--- src/core/bst_defs.svh ---
// Purpose: constants of the boundary scan test port
// Assumes: 32-bit AHB-Lite register bus, 100 MHz hclk
// Notes:   offsets, field positions, resets, encodings
//
// Summary of operation
// - bypass, sample/preload and extest instructions supported
// - scan option claims tdi, tms, tck pins
// - scan option claims one output as tdo
// - no test reset pin; tms resets
// - sixteen-state controller, instruction and data registers
// - extra instructions: configure in, read back
// - per io block: in, out, 3-state cells
// - mode bits 0 and 2: in cell only
// - mode bit 1 output: all three cells
// - first cells capture internal 3-state, output
// - last cell is update cell driving net
// - without keep symbol, scan only during configuration
// - keep symbol keeps scan enabled after configuration
// - tms, tck, tdi still reach user logic
// - scan unused: tdo pin is plain 3-state output
`ifndef BST_DEFS_SVH
`define BST_DEFS_SVH

// -----------------------------------------------------------------
// register word index (byte address is four times)
// -----------------------------------------------------------------
`define BST_OFS_CTRL     10'h000
`define BST_OFS_STATUS   10'h001
`define BST_OFS_CFGIN    10'h002
`define BST_OFS_RDBACK   10'h003

// -----------------------------------------------------------------
// field positions and reset values
// -----------------------------------------------------------------
`define BST_CTRL_SCAN    0
`define BST_CTRL_KEEP    1
`define BST_CTRL_DONE    2
`define BST_ST_IR_LO     4
`define BST_ST_ACTIVE    7
`define BST_ST_NEW       8
`define BST_CTRL_RST     3'h0
`define BST_WORD_RST     32'h0000_0000

// -----------------------------------------------------------------
// instruction register
// -----------------------------------------------------------------
`define BST_IR_W         3
`define BST_IR_EXTEST    3'h0
`define BST_IR_SAMPLE    3'h1
`define BST_IR_RDBACK    3'h4
`define BST_IR_CFGIN     3'h5
`define BST_IR_BYPASS    3'h7
`define BST_IR_CAPTURE   3'h1
`define BST_CFG_W        32

// -----------------------------------------------------------------
// timing: rising tck edges of tms high that reach reset
// -----------------------------------------------------------------
`define BST_TMS_RESET_RISES 3'h5

`endif

--- src/core/bst_pkg.sv ---
// Purpose: types of the boundary scan test port
// Assumes: bst_defs.svh for all numbers
// Notes:   state enum carries no codes
package bst_pkg;

  // -----------------------------------------------------------------
  // test access controller states
  // -----------------------------------------------------------------
  typedef enum logic [3:0] {
    TAP_TLR, TAP_IDLE, TAP_SEL_DR, TAP_CAP_DR,
    TAP_SH_DR, TAP_EX1_DR, TAP_PA_DR, TAP_EX2_DR,
    TAP_UPD_DR, TAP_SEL_IR, TAP_CAP_IR, TAP_SH_IR,
    TAP_EX1_IR, TAP_PA_IR, TAP_EX2_IR, TAP_UPD_IR
  } bst_tap_e;

  // synchronised scan pins as one bundle
  typedef struct packed {
    logic tck;
    logic tms;
    logic tdi;
  } bst_pins_s;

endpackage : bst_pkg

--- src/core/bst_port.sv ---
// Purpose: boundary scan test port with AHB-Lite control
// Assumes: tck well below hclk/4; pins asynchronous
// Notes:   hclk samples tck and finds its edges
`timescale 1ns/1ns
`include "bst_defs.svh"
module bst_port import bst_pkg::*; #(
  parameter int NUM_IOB = 4
) (
  input  wire logic              hclk,
  input  wire logic              hresetn,
  input  wire logic              hsel,
  input  wire logic [31:0]       haddr,
  input  wire logic [1:0]        htrans,
  input  wire logic              hwrite,
  input  wire logic [2:0]        hsize,
  input  wire logic [31:0]       hwdata,
  input  wire logic              hready,
  output logic      [31:0]       hrdata,
  output logic                   hreadyout,
  output logic                   hresp,
  input  wire bst_pins_s         scan_pin_i,
  output logic                   tdo_pin_o,
  output logic                   tdo_pin_oe,
  input  wire logic              user_tdo_o,
  input  wire logic              user_tdo_oe,
  output bst_pins_s              user_pin_o,
  input  wire logic [NUM_IOB:0]  pad_i,
  output logic      [NUM_IOB:0]  pad_o,
  output logic      [NUM_IOB:0]  pad_oe,
  input  wire logic [NUM_IOB:0]  core_o,
  input  wire logic [NUM_IOB:0]  core_oe,
  output logic      [NUM_IOB:0]  core_i,
  input  wire logic              mode_select_bit0,
  input  wire logic              mode_select_bit2,
  output logic      [1:0]        mode_in_core,
  input  wire logic              int_tri_cap,
  input  wire logic              int_out_cap,
  output logic                   internal_update_cell
);

  // pad index NUM_IOB is the mode_select_bit1 output pin
  localparam int NIO   = NUM_IOB + 1;
  localparam int BSR_W = 5 + 3 * NIO;
  localparam int SW    = 3 + NIO + 2;
  localparam int IRW   = `BST_IR_W;
  localparam int CFW   = `BST_CFG_W;

  // elaboration check: at least one io block
  if (NUM_IOB < 1) begin : g_bad_iob
    $error("bst_port: NUM_IOB must be at least 1");
  end

  // -----------------------------------------------------------------
  // functions
  // -----------------------------------------------------------------
  // controller step on a rising tck edge
  function automatic bst_tap_e tap_next(input bst_tap_e s, input logic m);
    case (s)
      TAP_TLR:    tap_next = m ? TAP_TLR    : TAP_IDLE;
      TAP_IDLE:   tap_next = m ? TAP_SEL_DR : TAP_IDLE;
      TAP_SEL_DR: tap_next = m ? TAP_SEL_IR : TAP_CAP_DR;
      TAP_CAP_DR: tap_next = m ? TAP_EX1_DR : TAP_SH_DR;
      TAP_SH_DR:  tap_next = m ? TAP_EX1_DR : TAP_SH_DR;
      TAP_EX1_DR: tap_next = m ? TAP_UPD_DR : TAP_PA_DR;
      TAP_PA_DR:  tap_next = m ? TAP_EX2_DR : TAP_PA_DR;
      TAP_EX2_DR: tap_next = m ? TAP_UPD_DR : TAP_SH_DR;
      TAP_UPD_DR: tap_next = m ? TAP_SEL_DR : TAP_IDLE;
      TAP_SEL_IR: tap_next = m ? TAP_TLR    : TAP_CAP_IR;
      TAP_CAP_IR: tap_next = m ? TAP_EX1_IR : TAP_SH_IR;
      TAP_SH_IR:  tap_next = m ? TAP_EX1_IR : TAP_SH_IR;
      TAP_EX1_IR: tap_next = m ? TAP_UPD_IR : TAP_PA_IR;
      TAP_PA_IR:  tap_next = m ? TAP_EX2_IR : TAP_PA_IR;
      TAP_EX2_IR: tap_next = m ? TAP_UPD_IR : TAP_SH_IR;
      TAP_UPD_IR: tap_next = m ? TAP_SEL_DR : TAP_IDLE;
      default:    tap_next = TAP_TLR;
    endcase
  endfunction : tap_next

  // boundary register serves both sample/preload and extest
  function automatic logic is_bsr(input logic [IRW-1:0] ir);
    is_bsr = (ir == `BST_IR_EXTEST) || (ir == `BST_IR_SAMPLE);
  endfunction : is_bsr

  // configure-in and read-back share one data register
  function automatic logic is_cfg(input logic [IRW-1:0] ir);
    is_cfg = (ir == `BST_IR_CFGIN) || (ir == `BST_IR_RDBACK);
  endfunction : is_cfg

  // -----------------------------------------------------------------
  // pin synchronisation and tck edges
  // -----------------------------------------------------------------
  bst_pins_s    pin_s;
  logic [NIO-1:0] pad_s;
  logic [1:0]   mode_s;
  logic         tck_p_q;
  wire          tck_rise = pin_s.tck & ~tck_p_q;
  wire          tck_fall = ~pin_s.tck & tck_p_q;

  bst_sync #(.W(SW)) u_sync (
    .hclk    (hclk),
    .hresetn (hresetn),
    .din     ({scan_pin_i, pad_i, mode_select_bit2, mode_select_bit0}),
    .dout    ({pin_s, pad_s, mode_s})
  );

  // inputs pass on to core logic after synchronising
  assign core_i       = pad_s;
  assign mode_in_core = mode_s;

  // -----------------------------------------------------------------
  // register bus
  // -----------------------------------------------------------------
  logic [2:0]     ctrl_q;
  logic [CFW-1:0] rdback_q;
  logic [CFW-1:0] cfg_word_q;
  logic           cfg_new_q;
  logic           wr_pend_q;
  logic [9:0]     wr_idx_q;
  logic [31:0]    rd_val;
  bst_tap_e       state_q;
  logic [IRW-1:0] ir_q;

  wire       addr_ok = hsel & htrans[1] & hready;
  wire [9:0] a_idx   = haddr[11:2];
  wire       wr_ctrl = wr_pend_q & (wr_idx_q == `BST_OFS_CTRL);
  wire       wr_stat = wr_pend_q & (wr_idx_q == `BST_OFS_STATUS);
  wire       wr_rdbk = wr_pend_q & (wr_idx_q == `BST_OFS_RDBACK);

  // scan stays on after configuration only with the keep symbol
  wire scan_active = ctrl_q[`BST_CTRL_SCAN] &
                     (~ctrl_q[`BST_CTRL_DONE] |
                      ctrl_q[`BST_CTRL_KEEP]);

  // read mux; unmapped offsets read zero
  assign rd_val =
    (a_idx == `BST_OFS_CTRL)   ? {29'h0, ctrl_q} :
    (a_idx == `BST_OFS_STATUS) ? {23'h0, cfg_new_q, scan_active,
                                  ir_q, state_q} :
    (a_idx == `BST_OFS_CFGIN)  ? cfg_word_q :
    (a_idx == `BST_OFS_RDBACK) ? rdback_q : 32'h0000_0000;

  // zero wait states, always OKAY
  assign hreadyout = 1'b1;
  assign hresp     = 1'b0;

  // address phase capture, read data loaded for the data phase
  always_ff @(posedge hclk or negedge hresetn) begin
    if (!hresetn) begin
      wr_pend_q <= 1'b0;
      wr_idx_q  <= 10'h000;
      hrdata    <= `BST_WORD_RST;
    end else begin
      wr_pend_q <= addr_ok & hwrite;
      wr_idx_q  <= a_idx;
      if (addr_ok & ~hwrite) hrdata <= rd_val;
    end
  end

  // software registers
  always_ff @(posedge hclk or negedge hresetn) begin
    if (!hresetn) begin
      ctrl_q   <= `BST_CTRL_RST;
      rdback_q <= `BST_WORD_RST;
    end else begin
      if (wr_ctrl) ctrl_q <= hwdata[2:0];
      if (wr_rdbk) rdback_q <= hwdata;
    end
  end

  // -----------------------------------------------------------------
  // test access controller
  // -----------------------------------------------------------------
  // no test reset pin: hresetn is power-on only
  always_ff @(posedge hclk or negedge hresetn) begin
    if (!hresetn) begin
      state_q <= TAP_TLR;
      tck_p_q <= 1'b0;
    end else begin
      tck_p_q <= pin_s.tck;
      if (!scan_active) state_q <= TAP_TLR;
      else if (tck_rise)
        state_q <= tap_next(state_q, pin_s.tms);
    end
  end

  // pins keep feeding user logic even while scan owns them
  always_ff @(posedge hclk or negedge hresetn) begin
    if (!hresetn) user_pin_o <= '0;
    else user_pin_o <= pin_s;
  end

  // -----------------------------------------------------------------
  // shift registers (rising tck)
  // -----------------------------------------------------------------
  logic [IRW-1:0]   ir_sr_q;
  logic             byp_q;
  logic [BSR_W-1:0] bsr_sr_q;
  logic [BSR_W-1:0] bsr_upd_q;
  logic [CFW-1:0]   cfg_sr_q;
  logic [BSR_W-1:0] bsr_cap;

  // capture image: internal cells first, update cell last
  assign bsr_cap[0] = int_tri_cap;
  assign bsr_cap[1] = int_out_cap;
  for (genvar k = 0; k < NIO; k++) begin : g_cap
    assign bsr_cap[2+3*k] = pad_s[k];
    assign bsr_cap[3+3*k] = core_o[k];
    assign bsr_cap[4+3*k] = core_oe[k];
  end
  assign bsr_cap[2+3*NIO] = mode_s[0];
  assign bsr_cap[3+3*NIO] = mode_s[1];
  assign bsr_cap[BSR_W-1] = bsr_upd_q[BSR_W-1];

  wire cap_dr = tck_rise & (state_q == TAP_CAP_DR);
  wire sh_dr  = tck_rise & (state_q == TAP_SH_DR);
  wire tdi    = pin_s.tdi;

  always_ff @(posedge hclk or negedge hresetn) begin
    if (!hresetn) begin
      ir_sr_q <= `BST_IR_BYPASS;
    end else if (tck_rise && state_q == TAP_CAP_IR) begin
      ir_sr_q <= `BST_IR_CAPTURE;
    end else if (tck_rise && state_q == TAP_SH_IR) begin
      ir_sr_q <= {tdi, ir_sr_q[IRW-1:1]};
    end
  end

  always_ff @(posedge hclk or negedge hresetn) begin
    if (!hresetn) begin
      byp_q    <= 1'b0;
      bsr_sr_q <= '0;
      cfg_sr_q <= `BST_WORD_RST;
    end else begin
      if (cap_dr) byp_q <= 1'b0;
      else if (sh_dr) byp_q <= tdi;
      if (cap_dr && is_bsr(ir_q)) bsr_sr_q <= bsr_cap;
      else if (sh_dr && is_bsr(ir_q))
        bsr_sr_q <= {tdi, bsr_sr_q[BSR_W-1:1]};
      if (cap_dr && ir_q == `BST_IR_RDBACK)
        cfg_sr_q <= rdback_q;
      else if (sh_dr && is_cfg(ir_q))
        cfg_sr_q <= {tdi, cfg_sr_q[CFW-1:1]};
    end
  end

  // -----------------------------------------------------------------
  // update and tdo (falling tck)
  // -----------------------------------------------------------------
  wire upd_dr  = tck_fall & (state_q == TAP_UPD_DR);
  wire shifting = (state_q == TAP_SH_DR) | (state_q == TAP_SH_IR);
  wire dr_bit  = is_bsr(ir_q) ? bsr_sr_q[0] :
                 is_cfg(ir_q) ? cfg_sr_q[0] : byp_q;
  logic tdo_q;
  logic tdo_en_q;

  always_ff @(posedge hclk or negedge hresetn) begin
    if (!hresetn) begin
      ir_q      <= `BST_IR_BYPASS;
      bsr_upd_q <= '0;
      tdo_q     <= 1'b0;
      tdo_en_q  <= 1'b0;
    end else begin
      if (state_q == TAP_TLR) ir_q <= `BST_IR_BYPASS;
      else if (tck_fall && state_q == TAP_UPD_IR) ir_q <= ir_sr_q;
      if (upd_dr && is_bsr(ir_q)) bsr_upd_q <= bsr_sr_q;
      if (!scan_active) tdo_en_q <= 1'b0;
      else if (tck_fall) begin
        tdo_en_q <= shifting;
        tdo_q    <= (state_q == TAP_SH_IR) ? ir_sr_q[0] : dr_bit;
      end
    end
  end

  // received configuration word; set wins over a software clear
  always_ff @(posedge hclk or negedge hresetn) begin
    if (!hresetn) begin
      cfg_word_q <= `BST_WORD_RST;
      cfg_new_q  <= 1'b0;
    end else if (upd_dr && ir_q == `BST_IR_CFGIN) begin
      cfg_word_q <= cfg_sr_q;
      cfg_new_q  <= 1'b1;
    end else if (wr_stat && hwdata[`BST_ST_NEW]) begin
      cfg_new_q  <= 1'b0;
    end
  end

  // -----------------------------------------------------------------
  // pad drive
  // -----------------------------------------------------------------
  wire extest = scan_active & (ir_q == `BST_IR_EXTEST);

  // outputs registered so extest switches glitch-free
  always_ff @(posedge hclk or negedge hresetn) begin
    if (!hresetn) begin
      pad_o  <= '0;
      pad_oe <= '0;
    end else begin
      for (int k = 0; k < NIO; k++) begin
        pad_o[k]  <= extest ? bsr_upd_q[3+3*k] : core_o[k];
        pad_oe[k] <= extest ? bsr_upd_q[4+3*k] : core_oe[k];
      end
    end
  end

  assign internal_update_cell = bsr_upd_q[BSR_W-1];

  // tdo pin: scan driver or unregistered user output
  assign tdo_pin_o  = scan_active ? tdo_q : user_tdo_o;
  assign tdo_pin_oe = scan_active ? tdo_en_q : user_tdo_oe;

  // -----------------------------------------------------------------
  // assertions
  // -----------------------------------------------------------------
  logic [2:0] tms_run_q;

  // helper: run of tms-high rising edges, saturating
  always_ff @(posedge hclk or negedge hresetn) begin
    if (!hresetn) tms_run_q <= 3'h0;
    else if (tck_rise)
      tms_run_q <= !pin_s.tms ? 3'h0 :
                   (tms_run_q == 3'h7) ? 3'h7 : tms_run_q + 3'h1;
  end
endmodule : bst_port

--- src/core/bst_sync.sv ---
// Purpose: two-flop synchroniser for asynchronous pin levels
// Assumes: inputs are levels, not pulses
// Notes:   first stage is read only by the second
`timescale 1ns/1ns
module bst_sync #(
  parameter int W = 1
) (
  input  wire logic         hclk,
  input  wire logic         hresetn,
  input  wire logic [W-1:0] din,
  output logic      [W-1:0] dout
);

  logic [W-1:0] meta_q;

  // -----------------------------------------------------------------
  // two stages, constant reset
  // -----------------------------------------------------------------
  always_ff @(posedge hclk or negedge hresetn) begin
    if (!hresetn) begin
      meta_q <= '0;
      dout   <= '0;
    end else begin
      meta_q <= din;
      dout   <= meta_q;
    end
  end

  // elaboration check: zero width cannot be synchronised
  if (W < 1) begin : g_bad_w
    $error("bst_sync: width must be at least 1");
  end

endmodule : bst_sync

--- config.mk ---
export PLATFORM = sky130hd
export DESIGN_NAME = bst_port
export DESIGN_NICKNAME = d
export VERILOG_FILES = /design/src/core/bst_pkg.sv /design/src/core/bst_port.sv /design/src/core/bst_sync.sv
export VERILOG_INCLUDE_DIRS = /design/src /design/src/core
export SDC_FILE = /design/constraint.sdc
export NUM_CORES = 1
export LEC_CHECK = 0
export ABC_AREA = 0
export BUFFER_PORTS_ARGS = -buffer_cell sky130_fd_sc_hd__clkbuf_2
export CORE_MARGIN = 5
export CORE_UTILIZATION = 41
export DETAILED_ROUTE_END_ITERATION = 8
export PLACE_DENSITY = 0.67
export SLEW_MARGIN = 20
export SYNTH_ARGS = -nofsm -noshare
export SYNTH_HDL_FRONTEND = slang
export SYNTH_SLANG_ARGS = --single-unit
export TNS_END_PERCENT = 5
--- constraint.sdc ---
create_clock -name hclk -period 2.3 [get_ports hclk]
set_input_delay 0.46 -clock hclk [delete_from_list [all_inputs] [get_ports hclk]]
set_output_delay 0.46 -clock hclk [all_outputs]
set_load 0.01 [all_outputs]
# Word-level counts from Yosys, hierarchy flattened
# Cells that the tools add are included.
# totals
ff_bits,229
in_bits,98
out_inout_bits,57
elab_cells,142
# classes
eq_ne,25
n_mux,48
n_bitwise,20
n_reduce_logical,26
# ops
cell,count
32-bit 2-to-1 mux,6
4-bit one-hot mux with 12 select lines,1
20-bit 2-to-1 mux,2
"4-bit equality test, second input constant",8
"10-bit by 2-bit equality test with 1-bit output, second input constant",3
1-bit 2-to-1 mux,24
4-bit 2-to-1 mux,6
"10-bit by 1-bit equality test with 1-bit output, second input constant",2
10-bit logical NOT,2
3-bit 2-to-1 mux,6
"4-bit by 3-bit equality test with 1-bit output, second input constant",4
1-bit AND,14
2-bit nonzero test,6
1-bit logical AND,10
"4-bit by 2-bit equality test with 1-bit output, second input constant",2
"3-bit equality test, second input constant",2
2-bit 2-to-1 mux,3
"4-bit by 1-bit equality test with 1-bit output, second input constant",1
4-bit logical NOT,1
"2-bit inequality test, second input constant",2
1-bit inverter,4
2-bit OR reduction,2
"3-bit by 1-bit equality test with 1-bit output, second input constant",1
3-bit logical NOT,1
4 further kinds,6

# Longest topological paths before layout
# logic_depth
depth_word,6
ltp_mapped,7
mapped_depth_nobuf,4

# By module
# From an unflattened synthesis, not the netlist that was laid out.
# unflattened
hier_cells,688
hier_area_um2,9007.4
# modules_own_cells
module,n_inst,cells_each,area_each_um2,seq_area_each_um2
bst_port,1,668,8506.9,5012.3
bst_sync,1,20,500.5,500.5

# Least setup slack after synthesis
# No wires, ideal clock.
# synth_path
kind,register to register
startpoint,register state_q[3]
endpoint,register cfg_sr_q[10]
setup_ns,0.143
arrival_time_ns,1.858
required_ns,2.157
setup_slack_ns,0.299
path_stages_with_launch,8
path_buffers,3
synth_period_minus_slack_ns,2.001
cell_sequence,dfrtp_1 or4b_1 or2_1 buf_2 buf_4 buf_2 o22ai_1 a2bb2oi_2
# synth_between
elab_chain_len,4
word_cells_on_any_way,8
cone_classes,2 x eq/ne; 1 x mux; 2 x bitwise; 3 x reduce/logical
# synth_rtl
item,line_no,source
start: declaration,bst_port.sv:120,bst_tap_e state_q;
start signal: assignment,bst_port.sv:182,"state_q <= tap_next(state_q, pin_s.tms);"
4-bit by 2-bit equality test with 1-bit output or 4-bit by 3-bit equality test with 1-bit output (tied branches),"bst_port.sv:214, bst_port.sv:215",
"1-bit AND, on equally long branches","bst_port.sv:214, bst_port.sv:215",
"1-bit logical AND, on equally long branches",--,
32-bit 2-to-1 mux or 2-bit nonzero test (tied branches),--,
end signal: assignment,bst_port.sv:232,cfg_sr_q <= `BST_WORD_RST;
end signal: assignment,bst_port.sv:240,cfg_sr_q <= rdback_q;
end signal: assignment,bst_port.sv:242,"cfg_sr_q <= {tdi, cfg_sr_q[CFW-1:1]};"
end: declaration,bst_port.sv:199,logic [CFW-1:0] cfg_sr_q;
# Several ways; a longest one is shown, not always the timed one.
# A chain may end at the register's enable or synchronous reset.

# Worst setup path in the final report
# layout_path
startpoint,register ctrl_q[2]
endpoint,output tdo_pin_oe
# layout_between
elab_chain_len,4
# layout_rtl
item,line_no,source
start: declaration,bst_port.sv:113,logic [2:0] ctrl_q;
start signal: assignment,bst_port.sv:162,ctrl_q <= `BST_CTRL_RST;
start signal: assignment,bst_port.sv:165,if (wr_ctrl) ctrl_q <= hwdata[2:0];
1-bit inverter,bst_port.sv:131,(~ctrl_q[`BST_CTRL_DONE] |
1-bit bitwise OR,bst_port.sv:131,
1-bit AND,bst_port.sv:130,wire scan_active = ctrl_q[`BST_CTRL_SCAN] &
1-bit 2-to-1 mux,bst_port.sv:309,assign tdo_pin_oe = scan_active ? tdo_en_q : user_tdo_oe;
end: declaration,bst_port.sv:23,"output logic tdo_pin_oe,"
# Every way passes these cells.

==> results summary <==
The flow ran to the end, and the final reports show no timing, DRC or antenna violations. The horizontal extent of the die is 158 µm. The number of antenna violations at the first check in global routing is 2.

The final antenna-violating net count is 0. The smallest clock period supported by the final layout is computed as 2190 ps. The half-perimeter wire length after placement came out at 13.2 mm.

In this run the power spent charging and discharging nets is 0.00177 W. The instance area at placement came out at 10100 µm². The final number of setup-violating endpoints is 0. In this run the number of H-tree levels came out at 1. The worst-margin pin slew came out at 593 ps. In this design, the stage delay of the slowest critical-path cell is 370 ps. The part of the total power dissipated in combinational logic came out at 4.2%. The data required time at the worst endpoint is 1840 ps. The endpoint with the worst hold slack is u_sync.meta_q[5].

The number of cells on the worst reg-to-reg path is 5. The per-instance average area after synthesis came out at 13.2 µm². The clock net in this run drives a total of 220 sinks. The antenna diode instance count is 0. The total count of hold-check failures in the final report came out at 0. The most used flip-flop cell after synthesis is sky130_fd_sc_hd__dfrtp_1. The worst slack at placement is 164 ps. The aggregate global-route resource usage came out at 16.5%. The number of slew-limit violations in the final report came to 0. The power density normalized to cell area came out at 756 nW/µm². The clock latency on the worst-skew pair came out at 510 ps. The netlist area before placement came out at 9030 µm².

The beginning of the worst hold path is pad_i[3]. In this run the standard cell core region covers 21800 µm². The net switching share of the total power came out at 21.4%. The number of search-and-repair iterations in the first detailed-routing pass is 5. The total global routing overflow is 0.

By area the synthesized netlist is led by sky130_fd_sc_hd__dfrtp_1 59%, sky130_fd_sc_hd__mux2_2 11%, sky130_fd_sc_hd__a2bb2oi_2 3.3%. The share of the Yosys chip area taken by registers is 61.0%. Setup repair after global routing left no endpoint under its margin.

In this run the deepest clock path goes through 3 buffers. The worst hold slack came out at 48.2 ps. The aggregate routed wire length is 20.1 mm.

The number of global-route vias before repair is 6222. The number of warning messages in the yosys log is 0. By startpoint and endpoint, the worst setup path is classified as reg -> out. The register cell area after layout is 5510 µm². The area of the multi-input gates came out at 3270 µm². The count of flip-flops with a built-in enable after synthesis came out at 0. The register bit count reported by yosys came out at 220. Max-cap violations in this run came to 0. The initial cell density of the core is 41.5%. The average wire length per cell after detail routing is 18.1 µm. The critical path startpoint category is a register. Once layout is done, the placed cells without fillers occupy 10900 µm². The global-route wire length before repair came out at 33.5 mm. The buffer and inverter count on the worst path is 3. In this run the tool buffered the top-level ports with 126 buffer cells. The total I/O pin count came out at 155.

The worst register-to-register path ends at cfg_sr_q[17]. STA puts the critical path data arrival time at 1730 ps. Synthesis produced a netlist whose cell count is 682. The overall die area is 25100 µm². The maximum number of pins on one net before global-route repair is 74. The kind of path behind the tightest hold check is in -> reg.

The total number of placement rows is 54. The count of routing violations after the opening detailed-route iteration came out at 276. The library cells used most frequently in the layout, excluding fill and tap cells, are 214 x sky130_fd_sc_hd__dfrtp_1, 125 x sky130_fd_sc_hd__clkbuf_2, 90 x sky130_fd_sc_hd__mux2_2. TritonCTS built the clock tree. Fill cells in the final layout number 1911. The number of remaining DRC errors came out at 0.

The worst path meets setup with 114 ps of slack. Between clock sinks in the finished design, the worst skew comes to 10.8 ps. The post-detailed-route via-to-cell ratio is 5.38. The signal on the critical path passes through inv_1, o21ai_2, buf_4, mux2_2, clkbuf_2.

In this run the critical register-to-register path is launched from state_q[2]. The internal power is 0.00649 W. The synthesis-to-layout area growth is 21.1%. The clock slew seen by the registers of the worst setup and hold paths came out at 60 ps. The worst IR drop on VDD is 0.501 mV. The library cell with the largest summed area after synthesis is sky130_fd_sc_hd__dfrtp_1. The cell sitting at the root of the clock tree is a sky130_fd_sc_hd__clkbuf_16. The total clock buffers created by CTS is 24.

The share of total power dissipated in the clock network is 47.5%. The fmax came out at 457 MHz. The post-layout net count came out at 914. The post-route fraction of the period consumed by the critical path is 95.0%. The async set-or-reset flop fraction in the synthesized netlist came out at 100%.

The number of vias in the routed layout is 5993. In this run the static leakage power is 5.20 nW. The cell with the biggest individual delay on the critical path is sky130_fd_sc_hd__dfrtp_1. The weighted congestion at the end of routability-driven global placement came out at 0.808.

The number of different library cells in the post-synthesis netlist came out at 55. The kind of cell with the highest combined delay along the critical path is flip-flops. The normalized max-slew margin came out at 60.1%. The startpoint of the worst setup timing path is ctrl_q[2]. The critical-path maximum fanout came out at 3.

The cell total after placement came out at 1068. The fraction of power consumed by sequential logic came out at 48.3%. Summed over its instances, the top area cell type makes up 59.3% of the synthesized netlist area. The library cell used most frequently in the layout, excluding fill and tap cells, is sky130_fd_sc_hd__dfrtp_1. The count of cells in the finished layout, fillers not included, comes to 1114.

The vertical extent of the die is 158 µm. STA classifies the critical path endpoint as a primary output. The setup TNS is 0 ps. The synthesized netlist net count is 780. The count of cells along the worst hold path came out at 1. In the final layout, the share of cells above drive strength 1 is 39.2%. The reg2reg setup slack is 190 ps.
[layout make-up]
| cell class | instances | area share (%) |
|---|---|---|
| Multi-Input combinational cell | 401 | 29.9 |
| Clock inverter | 11 | 0.995 |
| Inverter | 10 | 0.343 |
| Clock buffer | 33 | 6.54 |
| Sequential cell | 220 | 50.4 |
| Timing Repair Buffer | 159 | 8.60 |
| Tap cell | 280 | 3.20 |
[timing repair]
| item | CTS | global route |
|---|---|---|
| endpoints found under the hold margin | 40 | 0 |
| gates resized for setup | 1 | 1 |
| endpoints found under the setup margin | 2 | 2 |
| setup buffers | 1 | 0 |
| hold buffers | 1 | 0 |
[how the worst max path moves through the flow]
stage | end | cells after the start
floorplan | cfg_sr_q[10] | 7
global placement | bsr_upd_q[6] | 5
detailed placement | hrdata[22] | 6
CTS | tdo_pin_oe | 5
global route | bsr_upd_q[15] | 5
finish | tdo_pin_oe | 5
[power groups by stage]
stage / clock, W / combinational [W] / sequential (W)
final: 0.00393 / 0.000348 / 0.00399
after global routing: 0.00418 / 0.000393 / 0.00400
after CTS: 0.00403 / 0.000359 / 0.00399
after detailed placement: 0 / 0.000353 / 0.00406
after global placement: 0 / 0.000351 / 0.00406
after floorplan: 0 / 0.000137 / 0.00405
[cells in the mapped netlist (all sizes together) (3+ instances only)]
cell and instances:
nand2 37, o22ai 47, mux2i 25, buf 16, nand3 13, o2bb2ai 5, nand2b 8, a31oi 8
or4 4, nor2 15, mux2 90, mux4 3, a32o 5, a22oi 5, a22o 4, a211oi 4
nor2b 5, a21oi 6, inv 10, o211ai 3, dfrtp 214, a2bb2oi 47, clkbuf 35, dfstp 6
nor3 5, o21ai 34
[kinds of logic (layout without fill, tap and decap cells)]
| family | count (synthesis) | after routing | synth area share (%) |
|---|---|---|---|
| flops | 220 | 220 | 61.0 |
| compound gates | 175 | 175 | 15.2 |
| mux | 118 | 118 | 14.7 |
| simple gates | 104 | 104 | 5.86 |
| buf+inv | 61 | 213 | 2.94 |
| other cells | 2 | 2 | 0.0831 |
| xor+xnor | 2 | 2 | 0.194 |
[per-stage QoR]
stage	utilization, %	total power (W)
3_3_place_gp	46.4	0.00441
3_5_place_dp	46.4	0.00442
4_1_cts	50.3	0.00839
2_1_floorplan	-	0.00419
6_report	50.3	0.00827
5_1_grt	50.3	0.00858
[sequential cells by signal, summed over array words and instances, names as in the netlist, 11 cells and up]
| name | cells |
|---|---|
| cfg_word_q | 32 |
| cfg_sr_q | 32 |
| hrdata | 32 |
| bsr_upd_q | 11 |
| bsr_sr_q | 20 |
| rdback_q | 32 |
[metal layers]
metal | wire length, µm | track usage [%]
met3 | 1380 | 4.10
met2 | 9240 | 25.9
met4 | 469 | 3.90
met1 | 9000 | 23.2
met5 | 31 | 0
(Power assumes the default switching activity.)
